--- config.mk ---
export PLATFORM = sky130hd
export DESIGN_NAME = sla_arbiter
export DESIGN_NICKNAME = d
export VERILOG_FILES = /design/src/core/sla_pkg.sv /design/src/core/sla_rx_sync.sv /design/src/core/sla_tick_gen.sv /design/src/core/sla_arbiter.sv
export SDC_FILE = /design/constraint.sdc
export NUM_CORES = 1
export LEC_CHECK = 0
export ABC_AREA = 1
export BUFFER_PORTS_ARGS = -buffer_cell sky130_fd_sc_hd__buf_2
export CORE_MARGIN = 3
export CORE_UTILIZATION = 40
export CTS_CLUSTER_DIAMETER = 150
export DETAILED_ROUTE_END_ITERATION = 10
export MAX_ROUTING_LAYER = met4
export PLACE_DENSITY = 0.72
export SYNTH_ARGS = -nofsm -noshare
export SYNTH_HDL_FRONTEND = slang
export SYNTH_HIERARCHICAL = 1
export SYNTH_SLANG_ARGS = --single-unit
--- constraint.sdc ---
create_clock -name clk_i -period 2.1 [get_ports clk_i]
set_clock_uncertainty 0.2 [all_clocks]
set_input_delay 0.105 -clock clk_i [delete_from_list [all_inputs] [get_ports clk_i]]
set_output_delay 0.105 -clock clk_i [all_outputs]
set_load 0.005 [all_outputs]
--- src/core/sla_pkg.sv ---
package sla_pkg;

    // register byte addresses on the wishbone bus
    localparam logic [31:0] ADDR_CTRL = 32'h0000_0000;
    localparam logic [31:0] ADDR_DATA = 32'h0000_0004;

    // arbiter_control field positions
    localparam int CTRL_MODE_HI = 7;
    localparam int CTRL_MODE_LO = 6;
    localparam int CTRL_LOST = 5;
    localparam int CTRL_CLK_SEL = 4;
    localparam int CTRL_DONE = 3;
    localparam int CTRL_RUN = 2;
    localparam int CTRL_OVF = 1;
    localparam int CTRL_MSB = 0;

    // values after reset
    localparam logic [1:0] MODE_RESET = 2'h0;
    localparam logic CLK_SEL_RESET = 1'b0;
    localparam logic [8:0] COUNT_RESET = 9'h000;
    localparam logic [31:0] RDATA_RESET = 32'h0000_0000;

    // mode select codes
    localparam logic [1:0] MODE_IDLE = 2'h0;
    localparam logic [1:0] MODE_MEASURE = 2'h1;
    localparam logic [1:0] MODE_ARBITRATE = 2'h2;

    // counter figures
    localparam logic [8:0] COUNT_ALL_ONES = 9'h1FF;
    localparam logic [8:0] SAMPLE_AT_BUS = 9'h038;
    localparam logic [8:0] SAMPLE_AT_PRESC = 9'h008;

    // bus clock divided by this for the counter when clock select is 0
    localparam int BUS_DIV = 4;
    localparam logic [1:0] BUS_DIV_LAST = 2'(BUS_DIV - 1);

    // receive line idles high
    localparam logic RX_IDLE = 1'b1;

    typedef enum logic [2:0]
    {
        ST_IDLE,
        ST_M_WAIT,
        ST_M_RUN,
        ST_M_DONE,
        ST_A_WAIT,
        ST_A_RUN
    } sla_state_t;

endpackage

--- src/core/sla_rx_sync.sv ---
// brings the receive pin into the clock domain and finds its edges
module sla_rx_sync (
    input wire logic clk_i,
    input wire logic rst_i,
    input wire logic rx_pin_i,
    output logic rx_o,
    output logic fall_o,
    output logic rise_o
);
    import sla_pkg::*;

    logic meta_q;
    logic sync_q;
    logic prev_q;

    // two-stage synchroniser, third stage only for edge detection
    always_ff @(posedge clk_i)
    begin
        if (rst_i)
        begin
            meta_q <= RX_IDLE;
            sync_q <= RX_IDLE;
            prev_q <= RX_IDLE;
        end
        else
        begin
            meta_q <= rx_pin_i;
            sync_q <= meta_q;
            prev_q <= sync_q;
        end
    end

    // edges seen on the synchronised level
    assign rx_o = sync_q;
    assign fall_o = prev_q & ~sync_q;
    assign rise_o = ~prev_q & sync_q;
endmodule

--- src/core/sla_tick_gen.sv ---
// counter clock enables: quarter of the bus clock or half the prescaler rate
module sla_tick_gen (
    input wire logic clk_i,
    input wire logic rst_i,
    input wire logic clk_sel_i,
    input wire logic presc_en_i,
    output logic tick_o
);
    import sla_pkg::*;

    logic [1:0] div_q;
    logic half_q;
    logic quarter_tick;
    logic half_tick;

    // free-running dividers
    always_ff @(posedge clk_i)
    begin
        if (rst_i)
        begin
            div_q <= 2'h0;
            half_q <= 1'b0;
        end
        else
        begin
            div_q <= (div_q == BUS_DIV_LAST) ? 2'h0 : div_q + 2'h1;
            if (presc_en_i)
            begin
                half_q <= ~half_q;
            end
        end
    end

    // one-cycle pulses at the chosen rate
    assign quarter_tick = (div_q == BUS_DIV_LAST);
    assign half_tick = presc_en_i & half_q;
    assign tick_o = clk_sel_i ? half_tick : quarter_tick;
endmodule

--- src/core/sla_arbiter.sv ---
module sla_arbiter (
    input wire logic clk_i,
    input wire logic rst_i,
    input wire logic wb_cyc_i,
    input wire logic wb_stb_i,
    input wire logic wb_we_i,
    input wire logic [31:0] wb_adr_i,
    input wire logic [3:0] wb_sel_i,
    input wire logic [31:0] wb_dat_i,
    output logic [31:0] wb_dat_o,
    output logic wb_ack_o,
    input wire logic rxd_i,
    input wire logic transceiver_tx_out_i,
    input wire logic presc_en_i,
    output logic txd_o,
    output logic [1:0] mode_sel_o,
    output logic arbitration_lost_o
);
    import sla_pkg::*;

    // bus slave state
    logic ack_q;
    logic [31:0] rdat_q;
    logic [31:0] rdat_d;

    // software-visible state
    logic [1:0] mode_sel_q;
    logic [1:0] mode_sel_d;
    logic clk_sel_q;
    logic clk_sel_d;
    logic arbitration_lost_q;
    logic arbitration_lost_d;
    logic measure_done_q;
    logic measure_done_d;
    logic count_overflow_q;
    logic count_overflow_d;
    logic [8:0] cnt_q;
    logic [8:0] cnt_d;

    // sequencing state
    sla_state_t state_q;
    sla_state_t state_d;
    logic sampled_q;
    logic sampled_d;
    logic seen_low_q;
    logic seen_low_d;
    logic tx_prev_q;

    // decoded bus terms
    logic bus_req;
    logic bus_take;
    logic hit_ctrl;
    logic hit_data;
    logic ctrl_wr;
    logic lost_clr;
    logic [1:0] wr_mode;

    // receive line and counter clock
    logic rx_lvl;
    logic rx_fall;
    logic rx_rise;
    logic tick;
    logic tx_rise;
    logic [8:0] sample_at;

    // sequencer outputs
    logic cnt_clr;
    logic count_en;
    logic done_set;
    logic lost_set;
    logic ovf_set;
    logic count_running;
    logic [7:0] ctrl_view;

    sla_rx_sync u_rx_sync (
        .clk_i(clk_i),
        .rst_i(rst_i),
        .rx_pin_i(rxd_i),
        .rx_o(rx_lvl),
        .fall_o(rx_fall),
        .rise_o(rx_rise)
    );

    sla_tick_gen u_tick_gen (
        .clk_i(clk_i),
        .rst_i(rst_i),
        .clk_sel_i(clk_sel_q),
        .presc_en_i(presc_en_i),
        .tick_o(tick)
    );

    // wishbone decode; a write lands on the edge where ack is seen
    assign bus_req = wb_cyc_i & wb_stb_i;
    assign bus_take = bus_req & ack_q;
    assign hit_ctrl = (wb_adr_i[31:2] == ADDR_CTRL[31:2]);
    assign hit_data = (wb_adr_i[31:2] == ADDR_DATA[31:2]);
    assign ctrl_wr = bus_take & wb_we_i & hit_ctrl & wb_sel_i[0];
    assign wr_mode = wb_dat_i[CTRL_MODE_HI:CTRL_MODE_LO];
    assign lost_clr = ctrl_wr & ~wb_dat_i[CTRL_MODE_HI];

    // arbitration helpers
    assign tx_rise = transceiver_tx_out_i & ~tx_prev_q;
    assign sample_at = clk_sel_q ? SAMPLE_AT_PRESC : SAMPLE_AT_BUS;

    // status views
    assign count_running = (state_q == ST_M_RUN) | (state_q == ST_A_RUN);
    assign ovf_set = count_en & (cnt_q == COUNT_ALL_ONES);

    // control register image, count msb in bit 0
    assign ctrl_view[CTRL_MODE_HI] = mode_sel_q[1];
    assign ctrl_view[CTRL_MODE_LO] = mode_sel_q[0];
    assign ctrl_view[CTRL_LOST] = arbitration_lost_q;
    assign ctrl_view[CTRL_CLK_SEL] = clk_sel_q;
    assign ctrl_view[CTRL_DONE] = measure_done_q;
    assign ctrl_view[CTRL_RUN] = count_running;
    assign ctrl_view[CTRL_OVF] = count_overflow_q;
    assign ctrl_view[CTRL_MSB] = cnt_q[8];

    // read data chosen while the request waits for ack
    always_comb
    begin
        rdat_d = RDATA_RESET;
        if (hit_ctrl)
        begin
            rdat_d[7:0] = ctrl_view;
        end
        else if (hit_data)
        begin
            rdat_d[7:0] = cnt_q[7:0];
        end
    end

    // sequencer: mode entry, edge handling and counter steering
    always_comb
    begin
        state_d = state_q;
        cnt_clr = 1'b0;
        count_en = 1'b0;
        done_set = 1'b0;
        lost_set = 1'b0;
        sampled_d = sampled_q;
        seen_low_d = seen_low_q;
        if (ctrl_wr)
        begin
            // any control write with byte 0 selected clears the count and re-arms the mode
            cnt_clr = 1'b1;
            sampled_d = 1'b0;
            seen_low_d = 1'b0;
            case (wr_mode)
                MODE_MEASURE: state_d = ST_M_WAIT;
                MODE_ARBITRATE: state_d = ST_A_WAIT;
                default: state_d = ST_IDLE;
            endcase
        end
        else
        begin
            case (state_q)
                ST_IDLE:
                begin
                    cnt_clr = 1'b1;
                end
                ST_M_WAIT:
                begin
                    // level test also covers a line already low at enable
                    if (clk_sel_q ? ~rx_lvl : rx_fall)
                    begin
                        state_d = ST_M_RUN;
                    end
                end
                ST_M_RUN:
                begin
                    if (clk_sel_q ? rx_rise : rx_fall)
                    begin
                        state_d = ST_M_DONE;
                        done_set = 1'b1;
                    end
                    else
                    begin
                        count_en = tick;
                    end
                end
                ST_M_DONE:
                begin
                    state_d = ST_M_DONE;
                end
                ST_A_WAIT:
                begin
                    if (tx_rise)
                    begin
                        cnt_clr = 1'b1;
                        sampled_d = 1'b0;
                        seen_low_d = 1'b0;
                        state_d = ST_A_RUN;
                    end
                end
                ST_A_RUN:
                begin
                    if (tx_rise)
                    begin
                        cnt_clr = 1'b1;
                        sampled_d = 1'b0;
                        seen_low_d = 1'b0;
                    end
                    else if (~transceiver_tx_out_i & ~seen_low_q)
                    begin
                        cnt_clr = 1'b1;
                        state_d = ST_A_WAIT;
                    end
                    else
                    begin
                        count_en = tick;
                        // one static look at the line per restart
                        if (~sampled_q & (cnt_q == sample_at))
                        begin
                            sampled_d = 1'b1;
                            if (~rx_lvl)
                            begin
                                lost_set = 1'b1;
                                seen_low_d = 1'b1;
                            end
                        end
                    end
                end
                default:
                begin
                    state_d = ST_IDLE;
                end
            endcase
        end
    end

    // next values of the software-visible bits; a set beats a clear
    always_comb
    begin
        mode_sel_d = mode_sel_q;
        clk_sel_d = clk_sel_q;
        if (ctrl_wr)
        begin
            mode_sel_d = wr_mode;
            clk_sel_d = wb_dat_i[CTRL_CLK_SEL];
        end
        arbitration_lost_d = lost_set | (arbitration_lost_q & ~lost_clr);
        measure_done_d = done_set | (measure_done_q & ~ctrl_wr);
        count_overflow_d = ovf_set | (count_overflow_q & ~ctrl_wr);
    end

    // counter, wrapping past all ones
    always_comb
    begin
        cnt_d = cnt_q;
        if (cnt_clr)
        begin
            cnt_d = COUNT_RESET;
        end
        else if (count_en)
        begin
            cnt_d = cnt_q + 9'h001;
        end
    end

    // wishbone slave: ack one cycle after the request, for one cycle
    always_ff @(posedge clk_i)
    begin
        if (rst_i)
        begin
            ack_q <= 1'b0;
            rdat_q <= RDATA_RESET;
        end
        else
        begin
            ack_q <= bus_req & ~ack_q;
            if (bus_req & ~ack_q)
            begin
                rdat_q <= rdat_d;
            end
        end
    end

    // control and status flops
    always_ff @(posedge clk_i)
    begin
        if (rst_i)
        begin
            mode_sel_q <= MODE_RESET;
            clk_sel_q <= CLK_SEL_RESET;
            arbitration_lost_q <= 1'b0;
            measure_done_q <= 1'b0;
            count_overflow_q <= 1'b0;
        end
        else
        begin
            mode_sel_q <= mode_sel_d;
            clk_sel_q <= clk_sel_d;
            arbitration_lost_q <= arbitration_lost_d;
            measure_done_q <= measure_done_d;
            count_overflow_q <= count_overflow_d;
        end
    end

    // counter and sequencer flops
    always_ff @(posedge clk_i)
    begin
        if (rst_i)
        begin
            cnt_q <= COUNT_RESET;
            state_q <= ST_IDLE;
            sampled_q <= 1'b0;
            seen_low_q <= 1'b0;
            tx_prev_q <= 1'b1;
        end
        else
        begin
            cnt_q <= cnt_d;
            state_q <= state_d;
            sampled_q <= sampled_d;
            seen_low_q <= seen_low_d;
            tx_prev_q <= transceiver_tx_out_i;
        end
    end

    // transmit pin held recessive while arbitration is lost
    assign txd_o = transceiver_tx_out_i | arbitration_lost_q;

    // bus and status outputs
    assign wb_ack_o = ack_q;
    assign wb_dat_o = rdat_q;
    assign mode_sel_o = mode_sel_q;
    assign arbitration_lost_o = arbitration_lost_q;
endmodule

Yosys cells after proc, flatten, opt, wreduce, memory -nomap -nowiden:

Index checks and enable logic that the tools add are counted.

* $lt $le $gt $ge: 0
* multiply operators: 0
* eq/ne operators: 21
* multiplexer cells: 43
* reduce and logical (&&, ||, !) cells: 9
* divide/modulo/power cells: 0
* bitwise gates (word level): 33
* $add $sub $neg: 2
* shift-type cells: 0

Operators by type and width (number)
* equality test 30 x 1 -> 1 bit, second input constant: 1
* logical NOT 30 bit: 1
* two-way mux 1 bit: 28
* two-way mux 3 bit: 6
* one-hot mux 3 bit (6 select lines): 1
* bitwise AND 1 bit: 17
* two-way mux 8 bit: 2
* != test 3 bit, second input constant: 5
* inverter 1 bit: 11
* adder 9 x 1 -> 9 bit, second input constant: 1
* equality test 9 x 6 -> 1 bit: 1
* equality test 9 bit, second input constant: 1
* != test 3 x 2 -> 1 bit, second input constant: 3
* equality test 3 x 2 -> 1 bit, second input constant: 2
* equality test 3 bit, second input constant: 2
* two-way mux 6 bit: 1
* one-hot mux 1 bit (2 select lines): 3
* one-hot mux 3 bit (2 select lines): 1
* AND reduction 6 bit: 1
* OR reduction 2 bit: 3
* bitwise OR 1 bit: 5
* AND reduction 5 bit: 1
* equality test 2 bit, second input constant: 2
* != test 2 bit, second input constant: 2
* other kinds (7): 7

* input bits: 76
* bits in latches: 0
* bits in writable memories: 0
* flip-flop bits (word level): 36
* memories: 0
* output and inout bits: 37
* memory bits (read-only): 0
* logic and storage cells: 125

Logic depth before layout (Yosys ltp):

Gate-level depths: netlist (run 1).

* word-level depth: 9
* mapped depth: 10
* depth with buffers taken out: 10

Modules after synthesis:

The synthesis (run 1) kept the hierarchy.

Modules (own cells, without submodules)
* sla_arbiter: area an instance 2123.3 um^2, cells an instance 337, seq. area each 600.6 um^2, instances 1
* sla_tick_gen: area an instance 130.1 um^2, cells an instance 15, seq. area each 60.1 um^2, instances 1
* sla_rx_sync: area an instance 97.6 um^2, cells an instance 13, seq. area each 60.1 um^2, instances 1

Worst setup path after synthesis (run 1):

OpenSTA, ideal clock, no wires.

* kind: reg2reg
* start: reg cnt_q[0]
* end: reg cnt_q[8]
* slack: 0.531 ns
* period minus slack after synthesis: 1.569 ns
* buffers on the path: 0
* required time: 1.770 ns
* cell stages (with the launch flop): 7
* arrival time: 1.239 ns
* setup time: 0.130 ns
* cell sequence: dfxtp_1 ha_1 nand3_1 nor4_1 ha_1 nand3_1 a21oi_1

* word-level cells in the longest chain between the ends: 1

RTL lines
* start: declaration: line sla_arbiter.sv:37 `logic [8:0] cnt_q;`
* start signal: assignment: line sla_arbiter.sv:313 `cnt_q <= cnt_d;`
* adder 9 x 1 -> 9 bit: line sla_arbiter.sv:257 `cnt_d = cnt_q + 9'h001;`

Every way passes these cells.
A chain may end at the register's enable or synchronous reset.

Final worst setup path (run 1):

* start: reg clk_sel_q
* end: reg cnt_q[3]

* word-level cells in the longest chain between the ends: 5
* elaborated cells on any way between the ends: 7
* those cells by class: 7 x mux

RTL lines
* start: declaration: line sla_arbiter.sv:29 `logic clk_sel_q;`
* start signal: assignment: line sla_arbiter.sv:293 `clk_sel_q <= clk_sel_d;`
* two-way mux 1 bit: line sla_tick_gen.sv:37 `assign tick_o = clk_sel_i ? half_tick : quarter_tick;`
* two-way mux 1 bit: line sla_arbiter.sv:204 `else if (~transceiver_tx_out_i & ~seen_low_q)`
* two-way mux 1 bit: line sla_arbiter.sv:198 `if (tx_rise)`
* one-hot mux 1 bit (2 select lines) *: line sla_arbiter.sv:157 `case (state_q)`
* two-way mux 1 bit *: line sla_arbiter.sv:143 `if (ctrl_wr)`

Every way passes the cells marked *; elsewhere a longest branch is shown, timed or not.

==> reports/qor.yml, run 1 <==
dieHeight_um: 82.7
pin_count: 113
fin_crit_ns: 1.83
final_cell_mix: "nand2_1 (69), nor2_1 (65), inv_1 (54), buf_2 (54), nand3_1 (43)"
fin_crit_sh_pct: 87.2
slew_viol_final: 0
setup_tns_ns: 0
nets: 513
rows: 27
layout_commonest_cell: "nand2_1"
crit_type: "register to register"
placed_cell_area_sq_mm: 0.00262
rsz0062_at_grt: "no"
drive_above_1_share_pct: 19.6
max-clock-path-buffers: 2
wl_um: 5320
power.density_mw_per_mm2: 546
grt_max_degree: 17
end_kind: "register"
syn_inst: 365
r2r_start: "clk_sel_q"
gr-usage-all-layers_pct: 16.2
syn_avg_cell_area_sq_um: 6.44
worst-path-max-fanout: 9
grt_pass1_wl_um: 8450
fin_area_sq_mm: 0.00280
diodes: 0
synth-seq-cells: 36
start_util_pct: 41.9
dp.cells: 489
synth_cell_types: 34
vias_per_cell: 4.73
io_buffers: 54
fmax_mhz: 546
synth_area_sq_mm: 0.00235
numCtsBuffers: 5
gp_congestion: 0.858
cellLeakagePower_nw: 1.41
seq_area_sq_um: 721
drv_cap: 0
wl_per_cell_um: 10.5
hpwl_um: 4080
cp-start-kind: "register"
setup_viol: 0
ant_nets: 0
peakVddDrop_mv: 0.387
path_clk_slew_ns: 0.08
yosysSeqAreaShare_pct: 30.7
antenna_found_initial: 0
fin_cells: 506
yosys_warnings: 6
detailroute.via_count: 2392
area_growth_pct: 19.1
worstPathRequired_ns: 2.06
clock_latency_ns: 0.30
die-area_sq_mm: 0.00683
cts_max_level: 2
postCtsSetupBuffers: 0
hp-start: "rst_i"
hold_class: "primary input to register"
overflow: 0
grt_pass1_vias: 2128
nFillCells: 570
hold_viol: 0
cts.sinks: 36
cts_tree: "built"
outcome: "completed"
finish.utilization_pct: 49.9
drc: 0
firstDrtPassIters: 5
multi_input_area_sq_mm: 0.00127
die_x_um: 82.7
drtIter0Drc: 163
setup.worst_path.start: "clk_sel_q"
arrival_ns: 1.79
cts_root_buf: "clkbuf_8"
core_area_sq_mm: 0.00561
final cells by class:
type	count	share of cell area (%)
Tap cell	72	3.22
Multi-Input combinational cell	265	45.5
Inverter	56	7.51
Clock buffer	5	2.46
Clock inverter	3	0.670
Sequential cell	36	25.7
Timing Repair Buffer	69	14.9
stage by stage:
step,worst slack [ns],power (W),hold WS [ns]
after CTS,0.243,0.00153,0.0100
after global routing,0.0756,0.00160,0.0219
after global placement,0.282,0.00102,0.0789
final,0.269,0.00153,0.0180
after floorplan,0.531,0.000963,-0.0306
after detailed placement,0.262,0.00102,0.0848
synthesized netlist by cell type, drive strengths merged:
library cell,count,area [sq um]
a31oi,1,6.26
xor2,6,52.6
clkbuf,1,3.75
nor3,8,60.1
a32oi,1,8.76
o21ai,7,35.0
buf,30,229
clkinv,1,3.75
inv,55,206
dfxtp,36,721
o211ai,1,7.51
nand2,71,272
nand4,4,25.0
nor3b,1,12.5
or2,1,6.26
and2,1,6.26
nor4,1,6.26
nand3,47,263
o22ai,1,6.26
nor2,68,273
ha,4,50.1
conb,1,3.75
a21oi,18,93.8
cells by family after synthesis:
logic type,synth area share (%)
xor gates and xnor gates,2.24
other,0.160
DFF,30.7
buffers and inverters,18.8
and+or+nand+nor,39.3
AOI/OAI and AO/OA,6.71
adders and majority gates,2.13
metal layers:
| metal | track usage (%) | wire (um) | up-vias |
|---|---|---|---|
| li1 | - | - | 1228 |
| met1 | 18.2 | 2260 | 1043 |
| met2 | 27.7 | 2450 | 108 |
| met3 | 3.47 | 504 | 13 |
| met4 | 7.03 | 97 | 0 |
| met5 | - | 0 | - |
state kept, by name (all words and copies together), names as in the netlist, 2 cells and up:
signal            cells
wb_dat_o              8
cnt_q                 9
u_tick_gen/div_q      2
state_q               3
mode_sel_o            2
worst paths after layout:
path,endpoint,slack (ns),cells past startpoint
setup / recovery,cnt_q[3],0.27,9
hold / removal,arbitration_lost_o,0.02,3
setup reg to reg,cnt_q[3],0.27,9
hold reg to reg,u_rx_sync/rx_o,0.22,2
critical path, cell delays in order (launching register included):
cell     delay, ns
dfxtp_1       0.51
inv_2         0.08
nand2_2       0.07
nand2_1       0.07
nor2_1        0.15
nor2_2        0.07
nor2_4        0.20
nand2_2       0.18
nand2_1       0.10
a21oi_1       0.06
power by group:
part / internal (W) / leakage [nW] / switching, W
Sequential: 0.000712 / 0.293 / 0.0000218
Clock: 0.000231 / 0.0479 / 0.000275
Combinational: 0.000121 / 1.07 / 0.000167
Total: 0.00106 / 1.41 / 0.000464
repair_timing:
item	CTS	global route
resized for setup	0	0
hold buffers	9	0
hold endpoints to repair	8	0
(Power assumes the default switching activity.)
==> inputs of run 2 (changes only) <==
- GPL_TIMING_DRIVEN: unset -> 0
==> run 2 against run 1 <==
Maximum frequency shrank 0.84%. Core utilization grew 4.8 points. Sequential share of layout area shrank 2.2 points. First-iteration DRC count grew 17%. Hold slack gained 0.10 ns. Cell count grew 5.3%. Register-to-register slack gained 0.02 ns. Final area grew 9.5%. Combinational power grew 13%. Critical path depth shrank 2. Power grew 26%. Largest cell class unchanged. Highest routed layer unchanged.
==> reports/qor.yml, run 2 (synthesis results as in run 1) <==
cts_tree: "built"
overflow: 0
die-area_sq_mm: 0.00683
setup_viol: 0
drv_cap: 0
start_util_pct: 41.9
wl_per_cell_um: 10.7
setup_tns_ns: 0
antenna_found_initial: 0
core_area_sq_mm: 0.00561
cp-start-kind: "primary input"
fmax_mhz: 542
cts_max_level: 2
slew_headroom_pct: 62.1
diodes: 0
whs_ns: 0.122
drive_above_1_share_pct: 23.6
critPathSlowestCell: "dlygate4sd3_1"
crit_type: "primary input to register"
final_cell_mix: "nand2_1 (69), nor2_1 (65), buf_2 (57), inv_1 (54), nand3_1 (43)"
seq_area_sq_um: 721
path_clk_slew_ns: 0.08
cp_cell_sequence: "dlygate4sd3_1 -> buf_2 -> nand2_1 -> nor2_1 -> nand3_4 -> nand4_1 -> a21oi_1"
fin_crit_ns: 1.85
worstPathRequired_ns: 2.07
cellLeakagePower_nw: 1.58
outcome: "completed"
regMostFlops: "cnt_q"
arrival_ns: 1.82
area_growth_pct: 30.4
numCtsBuffers: 5
largest_reg_flops: 9
peakVddDrop_mv: 0.420
max-clock-path-buffers: 2
nets: 540
layout_commonest_cell: "nand2_1"
drc: 0
gp_congestion: 0.936
fin_total_pwr_w: 0.00193
dp_slack_ns: 0.284
slowest_delay_ns: 0.52
drtIter0Drc: 191
hold_depth: 5
io_buffers: 54
worst-path-max-fanout: 9
hold_viol: 0
pin_count: 113
power.density_mw_per_mm2: 630
rows: 27
setup_ws_ns: 0.254
gr-usage-all-layers_pct: 17.0
rsz0062_at_grt: "no"
ff2ff_path_depth: 5
slew_viol_final: 0
die_x_um: 82.7
grt_max_degree: 13
firstDrtPassIters: 4
wl_um: 5680
fin_crit_sh_pct: 87.9
nFillCells: 559
hpwl_um: 4280
grt_pass1_vias: 2100
end_kind: "register"
worst_pin_slew_ns: 0.566
multi_input_area_sq_mm: 0.00127
vias_per_cell: 4.52
hold_class: "primary input to register"
ant_nets: 0
dieHeight_um: 82.7
detailroute.via_count: 2411
grt_pass1_wl_um: 8780
cts_root_buf: "clkbuf_8"
cts.sinks: 36
clock_latency_ns: 0.30
==> run 2: cell count changes in the layout (fill, tap and decap cells not counted), sizes merged <==
cell         delta
buf            +24
dlygate4sd3     +2
bufinv          +3
clkbuf          +1
clkinv          -3
==> run 2: repair_timing <==
action	4_1_cts	5_1_grt
endpoints found under the hold margin	14	0
hold buffers	11	0
resized for setup	0	0
setup buffers	0	0
==> run 2: where the power goes <==
part           internal, W  total [W]  switching, W
sequential        0.000712   0.000734     0.0000222
clock             0.000594   0.000872      0.000277
combinational     0.000150   0.000326      0.000176
total              0.00146    0.00193      0.000476
==> run 2: cell type report <==
class                           count  area share, %
Timing Repair Buffer               65           12.4
Inverter                           56           6.85
Tap cell                           72           2.94
Sequential cell                    36           23.5
Clock inverter                      3           2.94
Clock buffer                        5           2.24
Buffer                             31           7.59
Multi-Input combinational cell    265           41.5
==> run 2: per-stage QoR <==
stage                     std cells  instance area (sq um)  util, %
final                           533                   3070     54.7
after global placement          514                   2800     49.9
after CTS                       533                   3070     54.7
after detailed placement        514                   2800     49.9
after global routing            533                   3070     54.7
after floorplan                 388                   2440        -
==> run 2: final timing paths <==
path                    startpoint  slack [ns]        endpoint
hold / removal         wb_sel_i[0]        0.12   mode_sel_o[0]
setup reg to reg          wb_ack_o        0.29        cnt_q[5]
setup / recovery          wb_stb_i        0.25        cnt_q[5]
hold reg to reg   u_rx_sync/meta_q        0.22  u_rx_sync/rx_o
==> run 2: layer usage <==
layer / up-vias / track usage [%] / part of all wire [%]
met4: 0 / 5.56 / 1.1
met2: 91 / 29.6 / 46
li1: 1288 / - / -
met1: 1023 / 19.4 / 43
met5: - / - / 0
met3: 9 / 3.69 / 9.6
==> run 2: critical path, delay by kind of cell <==
| kind | cells | cell delay [ns] |
|---|---|---|
| AND/OR/NAND/NOR | 4 | 1.02 |
| buffers and inverters | 2 | 0.61 |
| AO/OA/AOI/OAI | 1 | 0.07 |
==> inputs of run 3 (changes only) <==
- ABC_AREA: 1 -> 0
- PLACE_DENSITY: 0.72 -> 0.75
==> run 3 against run 2 <==
Clock-buffer cell count is the same. Synthesized cell count shrank 37%. Setup slack lost 0.18 ns. Core utilization grew 2.1 points. Non-clock buffer count grew 4. Global-route usage grew 0.98 points. Wire length shrank 11%. Die area shrank 14%. Maximum frequency shrank 8.8%. First-iteration DRC count grew 2.6%. Clock power shrank 43%. Critical path type is now register to register. Largest power group is now registers.
==> reports/qor.yml, run 3 <==
die_x_um: 76.7
synth_common_cells: "dfxtp_1 (36), nor2_1 (27), buf_4 (24)"
gr-usage-all-layers_pct: 18.0
firstDrtPassIters: 4
peakVddDrop_mv: 0.331
wl_um: 5060
grt_max_degree: 13
ff2ff_path_depth: 7
wl_met1_um: 2130
final_cell_mix: "buf_2 (54), dfxtp_1 (33), buf_4 (29), nor2_1 (27), conb_1 (24)"
antenna_found_initial: 0
crit_type: "register to register"
diodes: 0
synth_cell_types: 51
rr_endpoint: "cnt_q[6]"
synth-async-reset-ratio_pct: 0
hold_class: "primary input to register"
critPathSlowestCell: "or4_4"
placed_cell_area_sq_mm: 0.00244
regMostFlops: "cnt_q"
wl_met2_um: 2370
power.density_mw_per_mm2: 512
r2r_setup_slack_ns: 0.08
hold_viol: 0
cts_tree: "built"
nets: 409
r2r_start: "u_rx_sync/rx_o"
hold_depth: 5
hp-start: "wb_adr_i[2]"
synth_top_area_cell: "dfxtp_1"
hpwl_um: 3780
drive_above_1_share_pct: 35.5
gp_congestion: 0.892
layout_commonest_cell: "buf_2"
overflow: 0
cts_root_buf: "clkbuf_8"
pin_count: 113
io_buffers: 54
clock_latency_ns: 0.30
slew_headroom_pct: 62.5
detailroute.via_count: 2020
synth_top_cell_area_share_pct: 36.0
fin_total_pwr_w: 0.00139
cts_max_level: 2
cpLargestDelayFamily: "simple AND/OR/NAND/NOR gates"
fin_crit_sh_pct: 96.4
min_to: "wb_dat_o[2]"
die-area_sq_mm: 0.00589
yosysSeqAreaShare_pct: 36.0
cp_cell_sequence: "and2b_1 -> mux2_4 -> o22ai_4 -> nand2_4 -> buf_8 -> or4_4 -> a21oi_2"
dieHeight_um: 76.7
outcome: "completed"
largest_reg_flops: 9
synth-seq-cells: 36
start_util_pct: 41.8
synth_edf_count: 0
drc: 0
ant_nets: 0
arrival_ns: 2.06
grt_pass1_vias: 1948
fin_area_sq_mm: 0.00272
setup_viol: 0
max-clock-path-buffers: 2
critPathBufInv: 1
path_clk_slew_ns: 0.08
synth_area_leaders: "dfxtp_1 (36%), buf_4 (9.0%), nor2_1 (5.1%)"
wl_met3_um: 463
cellLeakagePower_nw: 1.19
drv_cap: 0
drtIter0Drc: 196
core_area_sq_mm: 0.00479
worstPathRequired_ns: 2.14
area_growth_pct: 35.8
numCtsBuffers: 5
slew_viol_final: 0
fmax_mhz: 494
synth_area_sq_mm: 0.00200
yosysMostFrequentCell: "dfxtp_1"
yosys_warnings: 6
cts.sinks: 36
vias_per_cell: 5.09
fin_crit_ns: 2.02
grt_pass1_wl_um: 8590
rows: 25
slowest_delay_ns: 0.41
worst-path-max-fanout: 7
syn_avg_cell_area_sq_um: 8.70
wl_per_cell_um: 12.7
top_layer_used: "met4"
ys.flop_type: "dfxtp_1"
end_kind: "register"
cp-start-kind: "register"
worst_pin_slew_ns: 0.560
syn_inst: 230
run 3: cell types whose count changed in the layout (fill, tap and decap cells not counted), moves of 6 or more:
cell and delta:
nand2_1 -59, inv_1 -47, nand3_1 -38, nor2_1 -38
nor3_1 +12, a21oi_1 -7, a221oi_1 +7, mux2i_1 +6
xor2_1 -6
run 3: kinds of logic after synthesis:
family | Yosys count | share of synthesized area, %
xor+xnor | 2 | 0.876
buf+inv | 38 | 13.1
fa+ha+maj | 4 | 2.50
mux | 7 | 3.56
other cells | 1 | 0.187
compound gates | 37 | 13.3
flops | 36 | 36.0
simple gates | 105 | 30.4
run 3: power by group:
| group | internal, W | total (W) | switching (W) |
|---|---|---|---|
| sequential | 0.000703 | 0.000712 | 0.00000969 |
| combinational | 0.000105 | 0.000182 | 0.0000777 |
| clock | 0.000231 | 0.000495 | 0.000264 |
run 3: worst max path at each step:
stage                   startpoint  cells past startpoint             to
floorplan           u_rx_sync/rx_o                      7       cnt_q[6]
global placement      wb_adr_i[21]                      8      clk_sel_q
detailed placement    wb_adr_i[21]                      8  mode_sel_o[0]
CTS                 u_rx_sync/rx_o                      7       cnt_q[6]
global route        u_rx_sync/rx_o                      7       cnt_q[5]
finish              u_rx_sync/rx_o                      7       cnt_q[6]
run 3: final cells by class:
type | count | area [sq um]
Clock inverter | 3 | 18.8
Fill cell | 443 | 2070
Sequential cell | 36 | 724
Buffer | 31 | 240
Clock buffer | 5 | 68.8
Timing Repair Buffer | 69 | 423
Tap cell | 67 | 83.8
Inverter | 7 | 26.3
Multi-Input combinational cell | 179 | 1130
run 3: worst register-to-register path: cells and delay by family, from the launching register on:
kind	cells	cell delay, ns
AND/OR/NAND/NOR	3	0.70
flip-flops	1	0.34
multiplexers	1	0.30
AO/OA/AOI/OAI	2	0.28
buffers and inverters	1	0.15
run 3: timing repair:
action	in CTS	in global routing
pin swaps	1	3
setup endpoints to repair	2	8
setup buffers	0	5
hold endpoints to repair	12	0
hold buffers	9	0
gates resized for setup	2	8
gates cloned	0	1
run 3: per-stage QoR:
| stage | hold WS, ns | instances | utilization, % | setup TNS, ns | setup slack (ns) |
|---|---|---|---|---|---|
| global route | 0.107 | 397 | 56.8 | -0.0154 | -0.0121 |
| detailed placement | 0.0869 | 374 | 51.0 | -0.444 | -0.112 |
| CTS | 0.0654 | 391 | 54.8 | 0 | 0.0194 |
| finish | 0.0726 | 397 | 56.8 | 0 | 0.0753 |
| floorplan | -0.0239 | 253 | - | 0 | 0.115 |
| global placement | 0.0871 | 374 | 51.0 | -0.335 | -0.0900 |
run 3: layer usage:
layer  GRT usage, %  vias up
li1               -      989
met1           21.3      923
met2           28.5       94
met3           6.22       14
met4           6.34        0
met5              -        -
